==> src/ovp_regs.vh <==
// Register offsets, field positions, reset values and timing counts
`ifndef OVP_REGS_VH
`define OVP_REGS_VH
// ==========================================================================
// Offsets (byte addresses)
`define OVP_ENABLE_CONFIG_OFS 4'h0
`define OVP_COMPARE_CAL_OFS 4'h4
`define OVP_THRESHOLD_OFS 4'h8
`define OVP_IRQ_STATUS_OFS 4'hc
`define OVP_ADDR_W 4
// ==========================================================================
// Enable/configuration fields
`define CFG_PROTECT_EN_BIT 5
`define CFG_HYST_BIT 4
`define CFG_REF_SEL_BIT 2
`define CFG_DEB_LSB 0
`define CFG_IMPL_MASK 8'h37
`define CFG_RESET 8'h00
// ==========================================================================
// Compare/calibration fields
`define CAL_RESULT_BIT 7
`define CAL_MODE_BIT 6
`define CAL_REF_BIT 5
`define CAL_TRIM_RESET 5'h10
// ==========================================================================
// Interrupt register: status in bit 0, mask in bit 8
`define IRQ_STATUS_BIT 0
`define IRQ_MASK_BIT 8
// ==========================================================================
// Debounce lengths in system clocks
`define DEB_CYCLES_1 6'h08
`define DEB_CYCLES_2 6'h10
`define DEB_CYCLES_3 6'h20
`define THRESHOLD_RESET 8'h00
// AXI responses
`define RESP_OKAY 2'h0
`define RESP_SLVERR 2'h2
`endif

==> src/over_voltage_monitor_ctrl.v <==
// Over-voltage monitor control: registers, debounce, interrupt, analog ctl
//
// Functional notes
// - An over-voltage event raises the interrupt only when enabled.
// - Comparator checks sense input against an 8-bit DAC threshold.
// - Protect enable 0 powers down comparator and DAC, 1 powers up.
// - Hysteresis bit is forwarded statically to the comparator.
// - Reference select picks supply (0) or external ref pin (1).
// - Debounce field picks none, 8, 16 or 32 stable clocks.
// - Read-only result bit shows comparator output; writes ignored.
// - Mode bit selects normal (0) or offset calibration (1).
// - Calibration ref select takes negative (0) or positive (1) input.
// - Five-bit trim drives offset adjust, resets to 10000.
// - Eight-bit threshold code, reset zero, drives the DAC.
// - Unimplemented config bits read 0; implemented reset to 0.
//
// Decided for this implementation: the AXI4-Lite interface to the registers and the register addresses.
`include "ovp_regs.vh"
`default_nettype none
module over_voltage_monitor_ctrl (
  input wire aclk,
  input wire aresetn,
  input wire [`OVP_ADDR_W-1:0] s_axi_awaddr,
  input wire s_axi_awvalid,
  output reg s_axi_awready,
  input wire [31:0] s_axi_wdata,
  input wire [3:0] s_axi_wstrb,
  input wire s_axi_wvalid,
  output reg s_axi_wready,
  output reg [1:0] s_axi_bresp,
  output reg s_axi_bvalid,
  input wire s_axi_bready,
  input wire [`OVP_ADDR_W-1:0] s_axi_araddr,
  input wire s_axi_arvalid,
  output reg s_axi_arready,
  output reg [31:0] s_axi_rdata,
  output reg [1:0] s_axi_rresp,
  output reg s_axi_rvalid,
  input wire s_axi_rready,
  input wire comparator_out,
  output reg protect_enable,
  output reg hysteresis_enable,
  output reg dac_ref_select,
  output reg calibration_mode,
  output reg calibration_ref_select,
  output reg [4:0] offset_trim,
  output reg [7:0] dac_code,
  output reg irq
);
  // ========================================================================
  // Registers
  reg [7:0] cfg_r;
  reg [7:0] cal_r;
  reg [7:0] thr_r;
  reg irq_sts_r;
  reg irq_mask_r;
  reg [`OVP_ADDR_W-1:0] awaddr_r;
  reg [31:0] wdata_r;
  reg [3:0] wstrb_r;
  reg aw_have_r;
  reg w_have_r;
  wire comparator_result;
  wire filt;
  wire rise;
  wire do_write;
  wire wr_cfg;
  wire wr_cal;
  wire wr_thr;
  wire wr_irq;
  wire irq_set;
  wire irq_clr;

  // ========================================================================
  // Comparator input crosses from the analog domain
  sync3 u_sync (
    .aclk(aclk),
    .aresetn(aresetn),
    .d(comparator_out),
    .q(comparator_result)
  );

  // Filter is held off in calibration so trim sweeps cause no events
  debounce u_deb (
    .aclk(aclk),
    .aresetn(aresetn),
    .enable(cfg_r[`CFG_PROTECT_EN_BIT] & ~cal_r[`CAL_MODE_BIT]),
    .sel(cfg_r[`CFG_DEB_LSB+1:`CFG_DEB_LSB]),
    .raw(comparator_result),
    .filt(filt),
    .rise(rise)
  );

  // ========================================================================
  // Write channel: address and data accepted in either order
  assign do_write = aw_have_r & w_have_r & ~s_axi_bvalid;
  assign wr_cfg = do_write & (awaddr_r == `OVP_ENABLE_CONFIG_OFS) &
                  wstrb_r[0];
  assign wr_cal = do_write & (awaddr_r == `OVP_COMPARE_CAL_OFS) & wstrb_r[0];
  assign wr_thr = do_write & (awaddr_r == `OVP_THRESHOLD_OFS) & wstrb_r[0];
  assign wr_irq = do_write & (awaddr_r == `OVP_IRQ_STATUS_OFS);
  assign irq_set = rise;
  assign irq_clr = wr_irq & wstrb_r[0] & wdata_r[`IRQ_STATUS_BIT];

  always @(posedge aclk) begin
    if (!aresetn) begin
      s_axi_awready <= 1'b1;
      s_axi_wready <= 1'b1;
      s_axi_bvalid <= 1'b0;
      s_axi_bresp <= `RESP_OKAY;
      aw_have_r <= 1'b0;
      w_have_r <= 1'b0;
      awaddr_r <= {`OVP_ADDR_W{1'b0}};
      wdata_r <= 32'h00000000;
      wstrb_r <= 4'h0;
    end else begin
      if (s_axi_awvalid && s_axi_awready) begin
        awaddr_r <= s_axi_awaddr;
        aw_have_r <= 1'b1;
        s_axi_awready <= 1'b0;
      end
      if (s_axi_wvalid && s_axi_wready) begin
        wdata_r <= s_axi_wdata;
        wstrb_r <= s_axi_wstrb;
        w_have_r <= 1'b1;
        s_axi_wready <= 1'b0;
      end
      if (do_write) begin
        s_axi_bvalid <= 1'b1;
        s_axi_bresp <= (awaddr_r[1:0] == 2'h0) ? `RESP_OKAY : `RESP_SLVERR;
        aw_have_r <= 1'b0;
        w_have_r <= 1'b0;
      end
      if (s_axi_bvalid && s_axi_bready) begin
        s_axi_bvalid <= 1'b0;
        s_axi_awready <= 1'b1;
        s_axi_wready <= 1'b1;
      end
    end
  end

  // ========================================================================
  // Register file
  always @(posedge aclk) begin
    if (!aresetn) begin
      cfg_r <= `CFG_RESET;
      cal_r <= {3'h0, `CAL_TRIM_RESET};
      thr_r <= `THRESHOLD_RESET;
      irq_mask_r <= 1'b0;
    end else begin
      if (wr_cfg) begin
        cfg_r <= wdata_r[7:0] & `CFG_IMPL_MASK;
      end
      if (wr_cal) begin
        // Result bit is not storage; only mode, ref and trim take writes
        cal_r <= {1'b0, wdata_r[6:0]};
      end
      if (wr_thr) begin
        thr_r <= wdata_r[7:0];
      end
      if (wr_irq && wstrb_r[1]) begin
        irq_mask_r <= wdata_r[`IRQ_MASK_BIT];
      end
    end
  end

  // Set wins over a simultaneous write-one clear
  always @(posedge aclk) begin
    if (!aresetn) begin
      irq_sts_r <= 1'b0;
    end else if (irq_set) begin
      irq_sts_r <= 1'b1;
    end else if (irq_clr) begin
      irq_sts_r <= 1'b0;
    end
  end

  // ========================================================================
  // Read channel: one cycle to data after the address is taken
  always @(posedge aclk) begin
    if (!aresetn) begin
      s_axi_arready <= 1'b1;
      s_axi_rvalid <= 1'b0;
      s_axi_rdata <= 32'h00000000;
      s_axi_rresp <= `RESP_OKAY;
    end else begin
      if (s_axi_arvalid && s_axi_arready) begin
        s_axi_arready <= 1'b0;
        s_axi_rvalid <= 1'b1;
        s_axi_rresp <= `RESP_OKAY;
        case (s_axi_araddr)
          `OVP_ENABLE_CONFIG_OFS: begin
            s_axi_rdata <= {24'h000000, cfg_r & `CFG_IMPL_MASK};
          end
          `OVP_COMPARE_CAL_OFS: begin
            // Live comparator level, not the filtered one
            s_axi_rdata <= {24'h000000, comparator_result,
                            cal_r[6:0]};
          end
          `OVP_THRESHOLD_OFS: begin
            s_axi_rdata <= {24'h000000, thr_r};
          end
          `OVP_IRQ_STATUS_OFS: begin
            s_axi_rdata <= {23'h000000, irq_mask_r, 6'h00, filt,
                            irq_sts_r};
          end
          default: begin
            s_axi_rdata <= 32'h00000000;
            s_axi_rresp <= `RESP_SLVERR;
          end
        endcase
      end
      if (s_axi_rvalid && s_axi_rready) begin
        s_axi_rvalid <= 1'b0;
        s_axi_arready <= 1'b1;
      end
    end
  end

  // ========================================================================
  // Analog controls and interrupt, all registered
  always @(posedge aclk) begin
    if (!aresetn) begin
      protect_enable <= 1'b0;
      hysteresis_enable <= 1'b0;
      dac_ref_select <= 1'b0;
      calibration_mode <= 1'b0;
      calibration_ref_select <= 1'b0;
      offset_trim <= `CAL_TRIM_RESET;
      dac_code <= `THRESHOLD_RESET;
      irq <= 1'b0;
    end else begin
      protect_enable <= cfg_r[`CFG_PROTECT_EN_BIT];
      hysteresis_enable <= cfg_r[`CFG_HYST_BIT];
      dac_ref_select <= cfg_r[`CFG_REF_SEL_BIT];
      calibration_mode <= cal_r[`CAL_MODE_BIT];
      calibration_ref_select <= cal_r[`CAL_REF_BIT];
      offset_trim <= cal_r[4:0];
      dac_code <= thr_r;
      irq <= irq_sts_r & irq_mask_r;
    end
  end
endmodule // over_voltage_monitor_ctrl
`default_nettype wire

==> src/sync3.v <==
// Three-stage synchroniser with agreement of the last two stages
`default_nettype none
module sync3 (
  input wire aclk,
  input wire aresetn,
  input wire d,
  output reg q
);
  reg s1_r;
  reg s2_r;
  reg s3_r;
  // ========================================================================
  // Second stage only reads the first, avoiding metastable fan-out
  always @(posedge aclk) begin
    if (!aresetn) begin
      s1_r <= 1'b0;
      s2_r <= 1'b0;
      s3_r <= 1'b0;
      q <= 1'b0;
    end else begin
      s1_r <= d;
      s2_r <= s1_r;
      s3_r <= s2_r;
      if (s2_r == s3_r) begin
        q <= s3_r;
      end
    end
  end
endmodule // sync3
`default_nettype wire

==> src/debounce.v <==
// Comparator debounce filter with selectable stable length
`include "ovp_regs.vh"
`default_nettype none
module debounce (
  input wire aclk,
  input wire aresetn,
  input wire enable,
  input wire [1:0] sel,
  input wire raw,
  output reg filt,
  output reg rise
);
  reg [5:0] cnt_r;
  reg [5:0] len;
  always @* begin
    case (sel)
      2'h1: len = `DEB_CYCLES_1;
      2'h2: len = `DEB_CYCLES_2;
      2'h3: len = `DEB_CYCLES_3;
      default: len = 6'h00;
    endcase
  end
  // ========================================================================
  // Filtered state moves only after the raw level stayed put long enough
  always @(posedge aclk) begin
    if (!aresetn) begin
      cnt_r <= 6'h00;
      filt <= 1'b0;
      rise <= 1'b0;
    end else if (!enable) begin
      cnt_r <= 6'h00;
      filt <= 1'b0;
      rise <= 1'b0;
    end else begin
      rise <= 1'b0;
      if (raw == filt) begin
        cnt_r <= 6'h00;
      end else if (cnt_r + 6'h01 >= len) begin
        cnt_r <= 6'h00;
        filt <= raw;
        rise <= raw;
      end else begin
        cnt_r <= cnt_r + 6'h01;
      end
    end
  end
endmodule // debounce
`default_nettype wire

==> config.mk <==
export PLATFORM = sky130hd
export DESIGN_NAME = over_voltage_monitor_ctrl
export DESIGN_NICKNAME = d
export VERILOG_FILES = /design/src/over_voltage_monitor_ctrl.v /design/src/sync3.v /design/src/debounce.v
export VERILOG_INCLUDE_DIRS = /design/src /design/src/src
export SDC_FILE = /design/constraint.sdc
export NUM_CORES = 1
export LEC_CHECK = 0
export BUFFER_PORTS_ARGS = -buffer_cell sky130_fd_sc_hd__buf_2
export CORE_MARGIN = 4
export CORE_UTILIZATION = 45
export CTS_BUF_LIST = sky130_fd_sc_hd__clkbuf_8 sky130_fd_sc_hd__clkbuf_16
export DETAILED_ROUTE_END_ITERATION = 7
export GPL_TIMING_DRIVEN = 0
export HOLD_SLACK_MARGIN = 0.03
export PLACE_DENSITY = 0.74
export SLEW_MARGIN = 25
export SYNTH_ARGS = -nofsm -noshare
export SYNTH_HDL_FRONTEND = slang
export SYNTH_HIERARCHICAL = 1
export SYNTH_SLANG_ARGS = --single-unit
==> constraint.sdc <==
create_clock -name aclk -period 2.1 [get_ports aclk]
set_input_delay 0.42 -clock aclk [delete_from_list [all_inputs] [get_ports aclk]]
set_output_delay 0.42 -clock aclk [all_outputs]
set_load 0.01 [all_outputs]
==> impl_summary.md <==
Drt
In the final routed layout, each cell accounts on average for ~14 um. The post-detailed-route count of antenna-violating nets is 0. For this run, design rule violations remaining after detail routing come to 0. Summed over all layers, the routed wires come to slightly above 8000 um. The mean number of vias per cell is around 5.0.

The number of detailed-routing iterations run before antenna repair is 4. The first routing iteration left approximately 200 violations. The via total after detailed routing is between 2000 and 3000.

Worst setup path
Data on the critical path is required at its endpoint by between 2 and 2.5 ns. The kind of cell adding the most delay to the critical path is simple AND/OR/NAND/NOR gates. The critical path contains buffers and inverters numbering 0 combined.

The signal on the critical path passes through nand3_2 > nor2_1 > xor2_1 > ha_1 > a21oi_2 > o21ai_2 > or4_4 > nor2b_1. The capturing element type of the critical path is a flip-flop. Of all nets on the critical path, the largest fanout is 5.

The cell with the largest stage delay on the worst path is sky130_fd_sc_hd__or4_4. The launching instance or port of the critical path is u_deb/cnt_r[0]$_SDFF_PP0_. At the worst endpoint, the arrival time is approximately 2.4 ns. The largest single stage delay on the critical path is 0.53 ns.

The source of the worst register-to-register timing path is u_deb/cnt_r[0]$_SDFF_PP0_. The kind of critical path is flip-flop to flip-flop. STA classifies the critical path startpoint as a flip-flop. The slack of the worst reg-to-reg path is 0.03 ns.

Synthesis
The part of the Yosys area used for sequential elements is about 50%. The number of flops mapped to enable cells by yosys is 0. The total of warnings raised by yosys is 6. Averaged over all synthesized cells, the footprint is a little over 9 um^2. The area of the mapped netlist is around 0.0035 mm^2. In the post-synthesis netlist, the biggest area contributors are sky130_fd_sc_hd__dfxtp_1, sky130_fd_sc_hd__a21oi_1, sky130_fd_sc_hd__buf_4, sky130_fd_sc_hd__nand2_1, sky130_fd_sc_hd__nand3_1. The most common cell in the netlist is sky130_fd_sc_hd__dfxtp_1. The flip-flop and latch count after synthesis is 86. Synthesis handed over a netlist of about 390 instances.

The share of async-settable or async-resettable flops after synthesis is 0%. The cell type with the largest total area after synthesis is sky130_fd_sc_hd__dfxtp_1. The portion of synthesized cell area occupied by the leading cell type is 49.2%. By count the netlist is led by sky130_fd_sc_hd__dfxtp_1, sky130_fd_sc_hd__nand2_1, sky130_fd_sc_hd__a21oi_1.

The number of different library cells in the post-synthesis netlist is 51. The dominant register cell in the synthesized netlist is sky130_fd_sc_hd__dfxtp_1.

Pwr
The fraction of power consumed by combinational cells is ~7.6%. The share of power burned in registers is 54.7%. The switching power is roughly 0.73 mW. The worst ir drop on vdd is 0.311 mV. The switching power as a share of total power is a little under a quarter. The cell leakage power is around 1.8 nW.

The internal power of the cells totals around 2.4 mW. The clock share of power is between 30% and 40%. The total power per unit cell area is approximately 730 mW/mm^2.

Clocking
The clock sink total is 86. CTS built an H-tree with a depth of 3. The clock reaches the later pin of the worst-skew pair after roughly 0.36 ns. The number of buffers added by the clock tree synthesis step is 9. The deepest clock path buffer count is 2. The post-CTS setup repair buffer count is 0. The CTS tree is built. The clock transition at the register clock pins on the worst setup and hold paths after CTS is about 0.080 ns. The clock tree root buffer cell is sky130_fd_sc_hd__clkbuf_8.

Timing
The final number of hold-violating endpoints is 0. The tightest hold path in the finished design has a slack of 0.257 ns. Setup violations remaining at the end of the flow were counted as 0. The number of max-slew violations in the final report is 0. Between clock sinks in the finished design, the worst skew comes to 0.00812 ns. The actual transition at the worst max-transition pin is 0.604 ns. The maximum clock frequency is 484 MHz. The clock period could shrink to between 2 and 2.5 ns. The ratio of final minimum period to clock period is a little over nine tenths.

Headroom to the max-slew limit came out at about three fifths.

Global routing
The via count of the first global-routing pass came to ~2700. The largest net degree at the start of global routing is 14. The first-pass GRT wire length is between 10000 and 15000 um. Summed over all layers, the global routing overflow is 0. Global routing used approximately 18% of the available tracks across all layers.

The number of antenna violations at the first check in global routing is 0.

Placement
The weighted congestion reported at the end of routability-driven placement is between 0.7 and 0.8. In this run, placement finished with an instance count of ~570. The total of buffers placed on input and output ports is 61. The total half-perimeter wirelength after legalization and detailed placement is between 5000 and 6000 um.

Final layout
The number of standard cells in the layout, taps in and fillers out is just under 600. The share of the core filled with cells in the final layout is between 50% and 60%. The repair_antennas step left the layout with diodes totalling 0.

The post-route netlist has a little over a quarter of its cells at a drive strength greater than 1. Relative to the synthesized area, the layout overhead comes to 21.6%. In the final design database the tool counted about 540 nets.

Hold path
The path class of the tightest hold or removal check is primary input to flip-flop. The startpoint identified for the worst hold timing path is comparator_out.

Floorplanning
The floorplan step defined a die boundary enclosing 0.00925 mm^2. The vertical extent of the die is 96.2 um. Once the floorplan was initialized, standard cells occupied 47.3% of the core. The region available for standard cell placement spans about 0.0074 mm^2. For this design the top-level I/O count stands at approximately 110. The standard-cell row count is 31. The die is 96.2 um wide.

Run status
The run finished with clean final reports.

Flow run
The tool flagged a number of max-cap violations equal to 0.
[layer usage]
metal	GRT usage (%)	vias to the layer above	wire length, um	part of all wire (%)
met3	4.46	10	644	8.0
met5	0	-	0	0
met4	7.46	0	110	1.4
met1	22.7	1349	3570	44
met2	29.1	113	3740	46
li1	-	1482	-	-
[repair_timing]
item	in CTS	in global routing
pin swaps	3	2
resized for setup	4	7
hold buffers	0	0
endpoints found under the setup margin	5	5
endpoints found under the hold margin	0	0
[power groups by stage]
stage                     combinational, mW  sequential (mW)  clock (mW)
final                                 0.237             1.70        1.17
after global routing                  0.265             1.70        1.25
after CTS                             0.235             1.70        1.19
after detailed placement              0.234             1.74           0
after global placement                0.232             1.73           0
after floorplan                       0.158             1.73           0
[registers in the layout, summed over array words and instances (netlist names), 2 cells and up]
name,count
dac_code,8
cal_r,7
s_axi_rdata,9
u_deb/cnt_r,6
awaddr_r,4
cfg_r,5
wstrb_r,2
thr_r,8
offset_trim,5
wdata_r,9
[worst paths after layout]
path | depth (start not counted) | end
max | 8 | u_deb/cnt_r[5]$_SDFF_PP0_
min | 2 | u_sync/s1_r$_SDFF_PN0_
min reg2reg | 1 | u_sync/s2_r$_SDFF_PN0_
max reg2reg | 8 | u_deb/cnt_r[5]$_SDFF_PP0_
[cells by family (layout without fill, tap and decap cells)]
kind of cell | Yosys count | in the layout | share of synthesized area, %
AOI/OAI and AO/OA | 85 | 85 | 13.3
xor gates and xnor gates | 5 | 5 | 1.25
adders and majority gates | 5 | 5 | 1.79
buffers and inverters | 49 | 126 | 8.36
DFF | 86 | 86 | 49.2
muxes | 8 | 8 | 2.32
other | 1 | 25 | 0.107
and+or+nand+nor | 146 | 146 | 23.7
[cell usage in the layout (no fill, tap or decap), types with 8 or more instances in the layout]
cell                       instances
sky130_fd_sc_hd__o21ai_0          24
sky130_fd_sc_hd__nand2_1          43
sky130_fd_sc_hd__clkbuf_8         11
sky130_fd_sc_hd__conb_1           25
sky130_fd_sc_hd__buf_2            67
sky130_fd_sc_hd__a21oi_1          41
sky130_fd_sc_hd__nand3_1          32
sky130_fd_sc_hd__nor2_1            8
sky130_fd_sc_hd__and2_1           21
sky130_fd_sc_hd__buf_4            27
sky130_fd_sc_hd__dfxtp_1          83
sky130_fd_sc_hd__clkbuf_1          9
[worst reg2reg max path: cells and delay by family, from the launching register on]
kind,cells,cell delay (ns)
AO/OA/AOI/OAI,2,0.24
flip-flops,1,0.38
XOR/XNOR,1,0.22
adder cells (fa/ha/maj),1,0.29
AND/OR/NAND/NOR,4,0.88
[through the flow]
stage | setup WS [ns] | instance area (um^2) | setup TNS (ns) | power (mW)
global placement | -0.0372 | 4020 | -0.141 | 1.96
finish | 0.0321 | 4260 | 0 | 3.10
global route | -0.0710 | 4260 | -0.291 | 3.22
detailed placement | -0.106 | 4020 | -0.446 | 1.97
CTS | 0.0327 | 4230 | 0 | 3.12
floorplan | 0.102 | 3590 | 0 | 1.89
[area by class of cell]
class | instances | area (um^2)
inverter | 6 | 22.5
clock inverter | 5 | 50.0
tap | 99 | 124
buffer | 43 | 270
timing repair buffer | 61 | 305
clock buffer | 11 | 151
multi-input combinational | 274 | 1610
fill | 697 | 3150
sequential | 86 | 1730
Power figures use the tool's default switching activity.
